<file path="config.mk">
export PLATFORM = sky130hd
export DESIGN_NAME = tfhi_drive
export DESIGN_NICKNAME = d
export VERILOG_FILES = /design/src/logic/tfhi_pkg.sv /design/src/logic/tfhi_drive.sv
export SDC_FILE = /design/constraint.sdc
export NUM_CORES = 1
export LEC_CHECK = 0
export BUFFER_PORTS_ARGS = -buffer_cell sky130_fd_sc_hd__buf_2
export CAP_MARGIN = 20
export CELL_PAD_IN_SITES_DETAIL_PLACEMENT = 1
export CELL_PAD_IN_SITES_GLOBAL_PLACEMENT = 1
export CORE_MARGIN = 3
export CORE_UTILIZATION = 45
export DETAILED_ROUTE_END_ITERATION = 12
export GPL_TIMING_DRIVEN = 0
export PLACE_DENSITY_LB_ADDON = 0.05
export SLEW_MARGIN = 20
export SYNTH_ARGS = -nofsm -noshare
export SYNTH_HDL_FRONTEND = slang
export SYNTH_SLANG_ARGS = --single-unit
</file>
<file path="constraint.sdc">
create_clock -name sys_clk_i -period 3.24 [get_ports sys_clk_i]
set_input_delay 0.486 -clock sys_clk_i [delete_from_list [all_inputs] [get_ports sys_clk_i]]
set_output_delay 0.486 -clock sys_clk_i [all_outputs]
set_load 0.02 [all_outputs]
</file>
<file path="src/logic/tfhi_pkg.sv">
package tfhi_pkg;
    // Clock and timing figures, each time in its own unit.
    localparam int CLK_MHZ = 40;
    localparam int PULSE_NS = 1000;
    localparam int PULSE_CYC = (PULSE_NS * CLK_MHZ + 999) / 1000;
    localparam int CYC_PER_MS = CLK_MHZ * 1000;
    localparam int WIN_LO_MS = 16;
    localparam int WIN_HI_MS = 4;
    localparam int REPOS_MS = 400;
    localparam int WIN_LO_CYC = WIN_LO_MS * CYC_PER_MS;
    localparam int WIN_HI_CYC = WIN_HI_MS * CYC_PER_MS;
    localparam int REPOS_CYC = REPOS_MS * CYC_PER_MS;
    localparam int CNT_W = 24;
    localparam int PCNT_W = 6;

    // Synchronised pin vector layout.
    localparam int PIN_W = 23;
    localparam int PIN_PAR = 8;
    localparam int PIN_GO = 9;
    localparam int PIN_ABORT = 10;
    localparam int PIN_SPD = 11;
    localparam int PIN_LWD = 12;
    localparam int PIN_REW = 13;
    localparam int PIN_RWU = 14;
    localparam int PIN_CMD_LSB = 15;
    localparam int PIN_ADR_LSB = 20;

    // Command code bits: reverse, write, file mark, edit, erase.
    localparam int CMD_REV = 0;
    localparam int CMD_WRT = 1;
    localparam int CMD_ERASE = 4;

    // Register offsets and answers.
    localparam int ADDR_W = 5;
    localparam logic [4:0] OFF_CONFIG = 5'h00;
    localparam logic [4:0] OFF_STATUS = 5'h04;
    localparam logic [4:0] OFF_EVENT = 5'h08;
    localparam logic [4:0] OFF_RDATA = 5'h0c;
    localparam logic [4:0] OFF_WDATA = 5'h10;
    localparam logic [1:0] RESP_OKAY = 2'h0;
    localparam logic [1:0] RESP_SLVERR = 2'h2;

    // Configuration fields.
    localparam logic [31:0] CFG_RESET = 32'h0000_0000;
    localparam int CFG_CORR = 3;
    localparam int CFG_TENS = 4;
    localparam int CFG_LDP = 5;
    localparam int CFG_EOT = 6;
    localparam int CFG_FPT = 7;
    localparam int CFG_ONL = 8;
    localparam int CFG_LOAD = 9;

    // Event bits, write one to pulse.
    localparam int EV_DONE = 0;
    localparam int EV_FMK = 1;
    localparam int EV_DROP = 2;
    localparam int EV_HARD = 3;
    localparam int EV_IDENT = 4;
    localparam int EV_RWD = 5;
    localparam int EV_WSTR = 6;

    // Status fields.
    localparam int ST_CMD = 0;
    localparam int ST_SPD = 5;
    localparam int ST_CUR = 6;
    localparam int ST_DBY = 7;
    localparam int ST_FBY = 8;
    localparam int ST_STATE = 9;
    localparam int ST_RDY = 14;
    localparam int ST_SEL = 15;
    localparam int WD_LWD = 9;

    typedef enum logic [4:0] {
        TFHI_IDLE = 5'h01,
        TFHI_REPOS = 5'h02,
        TFHI_RUN = 5'h04,
        TFHI_WINDOW = 5'h08,
        TFHI_REWIND = 5'h10
    } tfhi_state_t;
endpackage : tfhi_pkg

</file>
<file path="src/logic/tfhi_drive.sv">
`timescale 1ns/1ps
`default_nettype none
module tfhi_drive #(
    parameter int unsigned WIN_LO_CYC = tfhi_pkg::WIN_LO_CYC,
    parameter int unsigned WIN_HI_CYC = tfhi_pkg::WIN_HI_CYC,
    parameter int unsigned REPOS_CYC = tfhi_pkg::REPOS_CYC
) (
    input wire logic sys_clk_i,
    input wire logic arst_n_i,
    input wire logic [4:0] s_axi_awaddr,
    input wire logic [2:0] s_axi_awprot,
    input wire logic s_axi_awvalid,
    output logic s_axi_awready,
    input wire logic [31:0] s_axi_wdata,
    input wire logic [3:0] s_axi_wstrb,
    input wire logic s_axi_wvalid,
    output logic s_axi_wready,
    output logic [1:0] s_axi_bresp,
    output logic s_axi_bvalid,
    input wire logic s_axi_bready,
    input wire logic [4:0] s_axi_araddr,
    input wire logic [2:0] s_axi_arprot,
    input wire logic s_axi_arvalid,
    output logic s_axi_arready,
    output logic [31:0] s_axi_rdata,
    output logic [1:0] s_axi_rresp,
    output logic s_axi_rvalid,
    input wire logic s_axi_rready,
    input wire logic unit_addr_high_n_i,
    input wire logic unit_addr_mid_n_i,
    input wire logic unit_addr_low_n_i,
    input wire logic runaway_abort_n_i,
    input wire logic command_strobe_n_i,
    input wire logic speed_select_in_n_i,
    input wire logic last_char_flag_n_i,
    input wire logic rewind_pulse_n_i,
    input wire logic rewind_unload_pulse_n_i,
    input wire logic [7:0] write_data_n_i,
    input wire logic write_parity_bit_n_i,
    input wire logic write_cmd_line_n_i,
    input wire logic reverse_cmd_line_n_i,
    input wire logic filemark_cmd_line_n_i,
    input wire logic edit_cmd_line_n_i,
    input wire logic erase_cmd_line_n_i,
    output logic write_strobe_out_n_o,
    output logic read_strobe_out_n_o,
    output logic [7:0] read_data_n_o,
    output logic read_parity_bit_n_o,
    output logic data_busy_out_n_o,
    output logic formatter_busy_out_n_o,
    output logic corrected_error_out_n_o,
    output logic hard_error_out_n_o,
    output logic filemark_seen_out_n_o,
    output logic id_burst_out_n_o,
    output logic end_of_tape_out_n_o,
    output logic load_point_out_n_o,
    output logic write_protect_out_n_o,
    output logic online_out_n_o,
    output logic drive_ready_out_n_o,
    output logic rewinding_out_n_o,
    output logic high_speed_out_n_o,
    output logic status_oe_o
);
    localparam int CW = tfhi_pkg::CNT_W;
    localparam int PW = tfhi_pkg::PCNT_W;
    localparam logic [PW-1:0] PULSE = PW'(tfhi_pkg::PULSE_CYC);
    localparam logic [PW-1:0] PONE = 6'h01;

    logic [tfhi_pkg::PIN_W-1:0] pin_raw;
    logic [tfhi_pkg::PIN_W-1:0] pin_s1_ff;
    logic [tfhi_pkg::PIN_W-1:0] pin_s2_ff;
    logic [tfhi_pkg::PIN_W-1:0] pin_d_ff;
    logic [31:0] cfg_ff;
    logic [4:0] cmd_ff;
    logic spd_ff;
    logic cur_spd_ff;
    logic dbusy_ff;
    logic fbusy_ff;
    logic corr_ff;
    logic hard_ff;
    logic ident_ff;
    tfhi_pkg::tfhi_state_t state_ff;
    logic [CW-1:0] cnt_ff;
    logic [PW-1:0] wstr_cnt_ff;
    logic [PW-1:0] rstr_cnt_ff;
    logic [PW-1:0] fmk_cnt_ff;
    logic [9:0] wchar_ff;
    logic [8:0] rchar_ff;
    logic aw_got_ff;
    logic w_got_ff;
    logic [4:0] awaddr_ff;
    logic [31:0] wdata_ff;
    logic [3:0] wstrb_ff;
    logic [31:0] wmask;
    logic do_wr;
    logic [31:0] ev;
    logic rd_wr;
    logic [31:0] status_w;
    logic sel;
    logic go_lvl;
    logic go_fall;
    logic abort_ev;
    logic rew_acc;
    logic rwu_acc;
    logic ready;
    logic go_acc;
    logic same_cmd;
    logic need_repos;
    logic hold;
    logic win_exp;
    logic done;
    logic [4:0] code_in;
    logic spd_in;

    // Pins pass two flops; inverting here keeps all later logic active high.
    // low true pins
    assign pin_raw = {unit_addr_high_n_i, unit_addr_mid_n_i, unit_addr_low_n_i, erase_cmd_line_n_i,
                      edit_cmd_line_n_i, filemark_cmd_line_n_i, write_cmd_line_n_i, reverse_cmd_line_n_i,
                      rewind_unload_pulse_n_i, rewind_pulse_n_i, last_char_flag_n_i, speed_select_in_n_i,
                      runaway_abort_n_i, command_strobe_n_i, write_parity_bit_n_i, write_data_n_i};
    always_ff @(posedge sys_clk_i or negedge arst_n_i) begin
        if (!arst_n_i) begin
            pin_s1_ff <= '0;
            pin_s2_ff <= '0;
            pin_d_ff <= '0;
        end else begin
            pin_s1_ff <= ~pin_raw;
            pin_s2_ff <= pin_s1_ff;
            pin_d_ff <= pin_s2_ff;
        end
    end

    // Unit decode and edge detection on the synchronised lines.
    // unit match
    assign sel = pin_s2_ff[tfhi_pkg::PIN_ADR_LSB +: 3] == cfg_ff[2:0];
    assign go_lvl = pin_s2_ff[tfhi_pkg::PIN_GO];
    assign go_fall = !go_lvl && pin_d_ff[tfhi_pkg::PIN_GO];
    assign abort_ev = sel && !pin_s2_ff[tfhi_pkg::PIN_ABORT] && pin_d_ff[tfhi_pkg::PIN_ABORT];
    assign code_in = pin_s2_ff[tfhi_pkg::PIN_CMD_LSB +: 5];
    assign spd_in = pin_s2_ff[tfhi_pkg::PIN_SPD];
    assign ready = cfg_ff[tfhi_pkg::CFG_TENS] && cfg_ff[tfhi_pkg::CFG_ONL] && !cfg_ff[tfhi_pkg::CFG_LOAD]
                   && state_ff != tfhi_pkg::TFHI_REWIND;

    // Commands are taken only at the strobe's trailing edge by a selected drive that is idle or in its reinstruct window.
    // trailing edge start
    assign go_acc = sel && go_fall && ready && !dbusy_ff && !abort_ev
                    && (state_ff == tfhi_pkg::TFHI_IDLE || state_ff == tfhi_pkg::TFHI_WINDOW);
    assign rew_acc = sel && !pin_s2_ff[tfhi_pkg::PIN_REW] && pin_d_ff[tfhi_pkg::PIN_REW] && ready
                     && !dbusy_ff && !cfg_ff[tfhi_pkg::CFG_LDP] && !go_acc;
    assign rwu_acc = sel && !pin_s2_ff[tfhi_pkg::PIN_RWU] && pin_d_ff[tfhi_pkg::PIN_RWU] && ready
                     && !dbusy_ff && !go_acc;
    assign same_cmd = code_in == cmd_ff && spd_in == spd_ff;
    assign need_repos = go_acc && ((state_ff == tfhi_pkg::TFHI_IDLE && spd_in != cur_spd_ff)
                        || (state_ff == tfhi_pkg::TFHI_WINDOW && !same_cmd));
    assign hold = sel && go_lvl;
    assign win_exp = state_ff == tfhi_pkg::TFHI_WINDOW && !go_acc && !hold && !rew_acc && !rwu_acc
                     && cnt_ff == '0;
    assign done = state_ff == tfhi_pkg::TFHI_RUN
                  && (ev[tfhi_pkg::EV_DONE] || (wstr_cnt_ff == PONE && wchar_ff[tfhi_pkg::WD_LWD]));

    // Motion sequencer.
    always_ff @(posedge sys_clk_i or negedge arst_n_i) begin
        if (!arst_n_i) begin
            state_ff <= tfhi_pkg::TFHI_IDLE;
        end else if (abort_ev) begin
            state_ff <= tfhi_pkg::TFHI_IDLE;
        end else begin
            case (state_ff)
                tfhi_pkg::TFHI_IDLE, tfhi_pkg::TFHI_WINDOW: begin
                    if (need_repos) begin
                        state_ff <= tfhi_pkg::TFHI_REPOS;
                    end else if (go_acc) begin
                        state_ff <= tfhi_pkg::TFHI_RUN;
                    end else if (rew_acc || rwu_acc) begin
                        state_ff <= tfhi_pkg::TFHI_REWIND;
                    end else if (win_exp) begin
                        state_ff <= tfhi_pkg::TFHI_IDLE;
                    end
                end
                tfhi_pkg::TFHI_REPOS: begin
                    if (cnt_ff == '0) begin
                        state_ff <= tfhi_pkg::TFHI_RUN;
                    end
                end
                tfhi_pkg::TFHI_RUN: begin
                    if (done) begin
                        state_ff <= tfhi_pkg::TFHI_WINDOW;
                    end
                end
                tfhi_pkg::TFHI_REWIND: begin
                    if (ev[tfhi_pkg::EV_RWD]) begin
                        state_ff <= tfhi_pkg::TFHI_IDLE;
                    end
                end
                default: begin
                    state_ff <= tfhi_pkg::TFHI_IDLE;
                end
            endcase
        end
    end

    // One down counter serves both repositioning and the reinstruct window.
    // window length by speed
    always_ff @(posedge sys_clk_i or negedge arst_n_i) begin
        if (!arst_n_i) begin
            cnt_ff <= '0;
        end else if (need_repos) begin
            cnt_ff <= CW'(REPOS_CYC - 1);
        end else if (done) begin
            cnt_ff <= spd_ff ? CW'(WIN_HI_CYC - 1) : CW'(WIN_LO_CYC - 1);
        end else if ((state_ff == tfhi_pkg::TFHI_REPOS || (state_ff == tfhi_pkg::TFHI_WINDOW && !hold))
                     && cnt_ff != '0) begin
            cnt_ff <= cnt_ff - 1'b1;
        end
    end

    // Command and speed latch; the running speed follows after repositioning.
    // latch command lines
    always_ff @(posedge sys_clk_i or negedge arst_n_i) begin
        if (!arst_n_i) begin
            cmd_ff <= '0;
            spd_ff <= 1'b0;
            cur_spd_ff <= 1'b0;
        end else begin
            if (go_acc) begin
                cmd_ff <= code_in;
                spd_ff <= spd_in;
            end
            if (state_ff == tfhi_pkg::TFHI_REPOS && cnt_ff == '0) begin
                cur_spd_ff <= spd_ff;
            end
        end
    end

    // Busy flags; abort drops both at once.
    // data busy span
    always_ff @(posedge sys_clk_i or negedge arst_n_i) begin
        if (!arst_n_i) begin
            dbusy_ff <= 1'b0;
            fbusy_ff <= 1'b0;
        end else begin
            dbusy_ff <= go_acc || (dbusy_ff && !done && !abort_ev);
            fbusy_ff <= go_acc || (fbusy_ff && !win_exp && !abort_ev);
        end
    end

    // Error flags: a set needs data busy, so none lands in the cycle a new command clears them.
    // corrected error
    always_ff @(posedge sys_clk_i or negedge arst_n_i) begin
        if (!arst_n_i) begin
            corr_ff <= 1'b0;
            hard_ff <= 1'b0;
            ident_ff <= 1'b0;
        end else begin
            corr_ff <= (corr_ff && !go_acc) || (ev[tfhi_pkg::EV_DROP] && dbusy_ff && cfg_ff[tfhi_pkg::CFG_CORR]);
            hard_ff <= (hard_ff && !go_acc) || (ev[tfhi_pkg::EV_HARD] && dbusy_ff && !cmd_ff[tfhi_pkg::CMD_ERASE]);
            ident_ff <= (ident_ff && !go_acc) || (ev[tfhi_pkg::EV_IDENT] && dbusy_ff);
        end
    end

    // Pulse generators, each at least one microsecond wide.
    // write strobe width
    always_ff @(posedge sys_clk_i or negedge arst_n_i) begin
        if (!arst_n_i) begin
            wstr_cnt_ff <= '0;
            rstr_cnt_ff <= '0;
            fmk_cnt_ff <= '0;
            wchar_ff <= '0;
            rchar_ff <= '0;
        end else begin
            if (ev[tfhi_pkg::EV_WSTR] && state_ff == tfhi_pkg::TFHI_RUN && cmd_ff[tfhi_pkg::CMD_WRT]
                && wstr_cnt_ff == '0) begin
                wstr_cnt_ff <= PULSE;
                wchar_ff <= {pin_s2_ff[tfhi_pkg::PIN_LWD], pin_s2_ff[tfhi_pkg::PIN_PAR:0]};
            end else if (wstr_cnt_ff != '0) begin
                wstr_cnt_ff <= wstr_cnt_ff - PONE;
            end
            if (rd_wr && state_ff == tfhi_pkg::TFHI_RUN && !cmd_ff[tfhi_pkg::CMD_ERASE] && rstr_cnt_ff == '0) begin
                rstr_cnt_ff <= PULSE;
                rchar_ff <= wdata_ff[8:0];
            end else if (rstr_cnt_ff != '0) begin
                rstr_cnt_ff <= rstr_cnt_ff - PONE;
            end
            if (ev[tfhi_pkg::EV_FMK] && dbusy_ff && fmk_cnt_ff == '0) begin
                fmk_cnt_ff <= PULSE;
            end else if (fmk_cnt_ff != '0) begin
                fmk_cnt_ff <= fmk_cnt_ff - PONE;
            end
        end
    end

    // Bus slave: address and data are caught in either order, then written together.
    assign wmask = {{8{wstrb_ff[3]}}, {8{wstrb_ff[2]}}, {8{wstrb_ff[1]}}, {8{wstrb_ff[0]}}};
    assign do_wr = aw_got_ff && w_got_ff && !s_axi_bvalid;
    assign ev = (do_wr && awaddr_ff == tfhi_pkg::OFF_EVENT) ? (wdata_ff & wmask) : 32'h0000_0000;
    assign rd_wr = do_wr && awaddr_ff == tfhi_pkg::OFF_RDATA;
    assign s_axi_awready = !aw_got_ff && !s_axi_bvalid;
    assign s_axi_wready = !w_got_ff && !s_axi_bvalid;
    assign s_axi_arready = !s_axi_rvalid;
    always_ff @(posedge sys_clk_i or negedge arst_n_i) begin
        if (!arst_n_i) begin
            aw_got_ff <= 1'b0;
            w_got_ff <= 1'b0;
            awaddr_ff <= '0;
            wdata_ff <= '0;
            wstrb_ff <= '0;
            s_axi_bvalid <= 1'b0;
            s_axi_bresp <= tfhi_pkg::RESP_OKAY;
        end else begin
            if (s_axi_awvalid && s_axi_awready) begin
                aw_got_ff <= 1'b1;
                awaddr_ff <= s_axi_awaddr;
            end
            if (s_axi_wvalid && s_axi_wready) begin
                w_got_ff <= 1'b1;
                wdata_ff <= s_axi_wdata;
                wstrb_ff <= s_axi_wstrb;
            end
            if (do_wr) begin
                aw_got_ff <= 1'b0;
                w_got_ff <= 1'b0;
                s_axi_bvalid <= 1'b1;
                if (awaddr_ff == tfhi_pkg::OFF_CONFIG || awaddr_ff == tfhi_pkg::OFF_STATUS
                    || awaddr_ff == tfhi_pkg::OFF_EVENT || awaddr_ff == tfhi_pkg::OFF_RDATA
                    || awaddr_ff == tfhi_pkg::OFF_WDATA) begin
                    s_axi_bresp <= tfhi_pkg::RESP_OKAY;
                end else begin
                    s_axi_bresp <= tfhi_pkg::RESP_SLVERR;
                end
            end else if (s_axi_bready) begin
                s_axi_bvalid <= 1'b0;
            end
        end
    end

    // Configuration register; a rewind-unload clears the online bit.
    always_ff @(posedge sys_clk_i or negedge arst_n_i) begin
        if (!arst_n_i) begin
            cfg_ff <= tfhi_pkg::CFG_RESET;
        end else if (do_wr && awaddr_ff == tfhi_pkg::OFF_CONFIG) begin
            cfg_ff <= (wdata_ff & wmask) | (cfg_ff & ~wmask);
        end else if (rwu_acc) begin
            cfg_ff[tfhi_pkg::CFG_ONL] <= 1'b0;
        end
    end

    // Status word gathers the block's own state for software.
    always_comb begin
        status_w = 32'h0000_0000;
        status_w[tfhi_pkg::ST_CMD +: 5] = cmd_ff;
        status_w[tfhi_pkg::ST_SPD] = spd_ff;
        status_w[tfhi_pkg::ST_CUR] = cur_spd_ff;
        status_w[tfhi_pkg::ST_DBY] = dbusy_ff;
        status_w[tfhi_pkg::ST_FBY] = fbusy_ff;
        status_w[tfhi_pkg::ST_STATE +: 5] = state_ff;
        status_w[tfhi_pkg::ST_RDY] = ready;
        status_w[tfhi_pkg::ST_SEL] = sel;
    end

    // Read channel answers one cycle after the address is taken.
    always_ff @(posedge sys_clk_i or negedge arst_n_i) begin
        if (!arst_n_i) begin
            s_axi_rvalid <= 1'b0;
            s_axi_rdata <= '0;
            s_axi_rresp <= tfhi_pkg::RESP_OKAY;
        end else if (s_axi_arvalid && s_axi_arready) begin
            s_axi_rvalid <= 1'b1;
            s_axi_rresp <= tfhi_pkg::RESP_OKAY;
            if (s_axi_araddr == tfhi_pkg::OFF_CONFIG) begin
                s_axi_rdata <= cfg_ff;
            end else if (s_axi_araddr == tfhi_pkg::OFF_STATUS) begin
                s_axi_rdata <= status_w;
            end else if (s_axi_araddr == tfhi_pkg::OFF_EVENT) begin
                s_axi_rdata <= 32'h0000_0000;
            end else if (s_axi_araddr == tfhi_pkg::OFF_RDATA) begin
                s_axi_rdata <= {23'h000000, rchar_ff};
            end else if (s_axi_araddr == tfhi_pkg::OFF_WDATA) begin
                s_axi_rdata <= {22'h000000, wchar_ff};
            end else begin
                s_axi_rdata <= 32'h0000_0000;
                s_axi_rresp <= tfhi_pkg::RESP_SLVERR;
            end
        end else if (s_axi_rready) begin
            s_axi_rvalid <= 1'b0;
        end
    end

    // Pin drivers are low true; the enable keeps an unselected unit off the chain.
    // bus released when unselected
    assign status_oe_o = sel;
    assign write_strobe_out_n_o = wstr_cnt_ff == '0;
    assign read_strobe_out_n_o = rstr_cnt_ff == '0;
    assign read_data_n_o = ~rchar_ff[7:0];
    assign read_parity_bit_n_o = ~rchar_ff[8];
    assign data_busy_out_n_o = !dbusy_ff;
    assign formatter_busy_out_n_o = !fbusy_ff;
    assign corrected_error_out_n_o = !corr_ff;
    assign hard_error_out_n_o = !hard_ff;
    assign filemark_seen_out_n_o = fmk_cnt_ff == '0;
    assign id_burst_out_n_o = !ident_ff;
    assign end_of_tape_out_n_o = !cfg_ff[tfhi_pkg::CFG_EOT];
    assign load_point_out_n_o = !cfg_ff[tfhi_pkg::CFG_LDP];
    assign write_protect_out_n_o = !cfg_ff[tfhi_pkg::CFG_FPT];
    assign online_out_n_o = !cfg_ff[tfhi_pkg::CFG_ONL];
    assign drive_ready_out_n_o = !ready;
    assign rewinding_out_n_o = state_ff != tfhi_pkg::TFHI_REWIND;
    assign high_speed_out_n_o = !cur_spd_ff;
endmodule : tfhi_drive
`default_nettype wire

</file>
==> results.json <==
{
  "outcome": "completed",
  "cts_buffer_depth": 3,
  "gr-total-overflow": 0,
  "cts_tree": "done",
  "clk_pin_slew_ps": 60,
  "cp-end-kind": "register",
  "routed-via-count": 7134,
  "hp-class": "in -> reg",
  "synth.area.top_cells": "dfrtp_1 (59%), mux2_2 (9.3%), nand2_1 (4.1%)",
  "grt_use_total_pct": 21.3,
  "worst-path-max-fanout": 10,
  "crit_cells": 6,
  "whs_path_depth": 2,
  "final_nets": 1130,
  "grt_first_pass_wirelength_mm": 41.1,
  "yosysTopAreaCell": "dfrtp_1",
  "crit_type": "reg -> reg",
  "final_layout_size_suffix_gt1_share_pct": 28.2,
  "grt_pass1_vias": 7468,
  "synthArstFlopShare_pct": 100,
  "dpl_worst_slack_ps": 36.2,
  "synth_seq_area_share_pct": 59.3,
  "numCtsBuffers": 26,
  "crit_slowest_cell": "nor4_2",
  "worst_ir_drop_vdd_mv": 0.487,
  "ys_ff_latch": 239,
  "r2r_cells": 6,
  "cap_viol_max_count": 0,
  "place_hpwl_mm": 18.5,
  "worst_slew_pin_slew_ps": 869,
  "netlist_area_um2": 10100,
  "synth_edf_count": 0,
  "via_per_inst": 5.33,
  "drv_slew": 0,
  "worst_slew_margin_rel_pct": 41.6,
  "avgSynthCellArea_um2": 11.6,
  "fin_crit_sh_pct": 96.6,
  "final_cells": 1339,
  "clockRootBuffer": "clkbuf_16",
  "drtIter0Drc": 383,
  "p_per_area_nw_per_um2": 714,
  "ys.warnings.count": 0,
  "cp.required_ps": 3620,
  "arrival_ps": 3510,
  "coreArea_um2": 21900,
  "gp_congestion": 0.839,
  "worstSetupStartpointType": "register",
  "area_delta_synth_final_pct": 19.5,
  "path_cells": "nor3_1 -> nand3_1 -> nor4_2 -> o21ai_1 -> o21ai_0 -> a21oi_1",
  "crit_buf_inv": 0,
  "ant_nets": 0,
  "worst_slack_ps": 109,
  "final.setup.tns_ps": 0,
  "ys_types": 70,
  "initial_core_util_pct": 46.0,
  "dieArea_um2": 24200,
  "num_antenna_cells": 0,
  "htreeDepth": 1,
  "antenna_found_initial": 0,
  "dr.pass1.iters": 4,
  "synth_most_common_cell": "dfrtp_1",
  "synth_top_flop_cell": "dfrtp_1",
  "p_leak_nw": 5.73,
  "period_needed_ps": 3130,
  "synthTopCellsByCount": "dfrtp_1 (238), nand2_1 (111), mux2_2 (83)",
  "yosysTopAreaCellShare_pct": 59.1,
  "placedCellCount": 1293,
  "rsz0062_at_grt": "false",
  "numClockSinks": 239,
  "syn_inst": 870,
  "critPathTopFamily": "simple AND/OR/NAND/NOR gates",
  "slowest_delay_ps": 800,
  "drt-total-wl_mm": 25.8,
  "wire_per_inst_um": 19.2,
  "max_clock_freq_mhz": 319,
  "ios": 148,
  "grt_max_degree": 96,
  "hold_viol": 0,
  "die_height_um": 156,
  "clock_skew_ps": 13.1,
  "drc_errors": 0,
  "io_buffers": 139,
  "setup_viol": 0,
  "clkLatencyLatePin_ps": 530,
  "row_count": 54,
  "die_x_um": 156
}
[power by group]
| part | internal (mW) | switching [mW] | total, mW |
|---|---|---|---|
| Sequential | 3.55 | 0.404 | 3.95 |
| Combinational | 0.809 | 0.962 | 1.77 |
| Clock | 1.68 | 1.20 | 2.88 |
[cell usage in the layout (no fill, tap or decap), types with 3 or more instances in the layout]
master	instances
a21o_1	4
clkbuf_16	26
or4_4	3
buf_1	3
o21ai_0	68
buf_2	142
inv_1	64
clkinv_2	8
nor3_1	18
xor2_1	8
o21a_1	4
nand4_1	4
clkbuf_1	23
o22a_1	9
nand3_1	13
or3_1	9
a22oi_1	5
o31ai_1	6
xnor2_1	23
nor2b_1	9
mux2_2	83
nor4_1	11
or4_1	8
nand2_1	111
nand2b_1	7
a21oi_1	18
mux2i_1	21
nor3b_1	4
nor2_1	29
buf_4	3
a31oi_1	4
dfrtp_1	238
ha_1	6
[kinds of logic after synthesis]
logic type                 count (synthesis)  share of synthesized area [%]
muxes                                    105                           11.5
DFF                                      239                           59.3
other                                      1                         0.0372
buffers and inverters                     93                           3.75
xor gates and xnor gates                  31                           2.69
AOI/OAI and AO/OA                        143                           9.01
and+or+nand+nor                          252                           12.9
adders and majority gates                  6                          0.745
[per-stage QoR]
| step | utilization (%) | power (mW) | hold WS [ps] | instance area, um^2 |
|---|---|---|---|---|
| global route | 55.0 | 9.10 | 69.0 | 12000 |
| global placement | 50.8 | 5.69 | 331 | 11100 |
| floorplan | - | 5.14 | 190 | 10100 |
| CTS | 55.0 | 8.71 | 62.7 | 12000 |
| finish | 55.0 | 8.60 | 82.3 | 12000 |
| detailed placement | 51.2 | 5.79 | 336 | 11200 |
[worst paths after layout]
check,start,to,slack (ps)
max,state_ff[1]$_DFFE_PN0P_,cnt_ff[15]$_DFFE_PN0P_,110
min reg2reg,pin_s1_ff[7]$_DFF_PN0_,pin_s2_ff[7]$_DFF_PN0_,350
min in group asynchronous,arst_n_i,cnt_ff[14]$_DFFE_PN0P_,540
min,write_data_n_i[5],pin_s1_ff[5]$_DFF_PN0_,80
max in group asynchronous,arst_n_i,s_axi_rdata[8]$_DFFE_PN0P_,1820
max reg2reg,state_ff[1]$_DFFE_PN0P_,cnt_ff[15]$_DFFE_PN0P_,110
[timing repair]
action / CTS / global route
endpoints found under the setup margin: 1 / 0
resized for setup: 1 / 0
hold buffers: 1 / 0
hold endpoints to repair: 80 / 0
setup buffers: 0 / 0
[layout make-up]
type                       count  area, um^2
tap                          280         350
buffer                        29         138
clock buffer                  32         693
inverter                      64         240
fill                        2389        9850
multi-input combinational    539        3730
clock inverter                13         131
timing repair buffer         143         778
sequential                   239        5980
[routing by layer]
layer | vias up | global-route usage (%) | share of wire, %
li1 | 3347 | - | -
met1 | 3621 | 30.7 | 47
met2 | 127 | 34.5 | 48
met3 | 39 | 2.83 | 3.3
met4 | 0 | 5.21 | 2.3
met5 | - | 0 | 0
No activity file was read; power rests on OpenSTA's default activity.
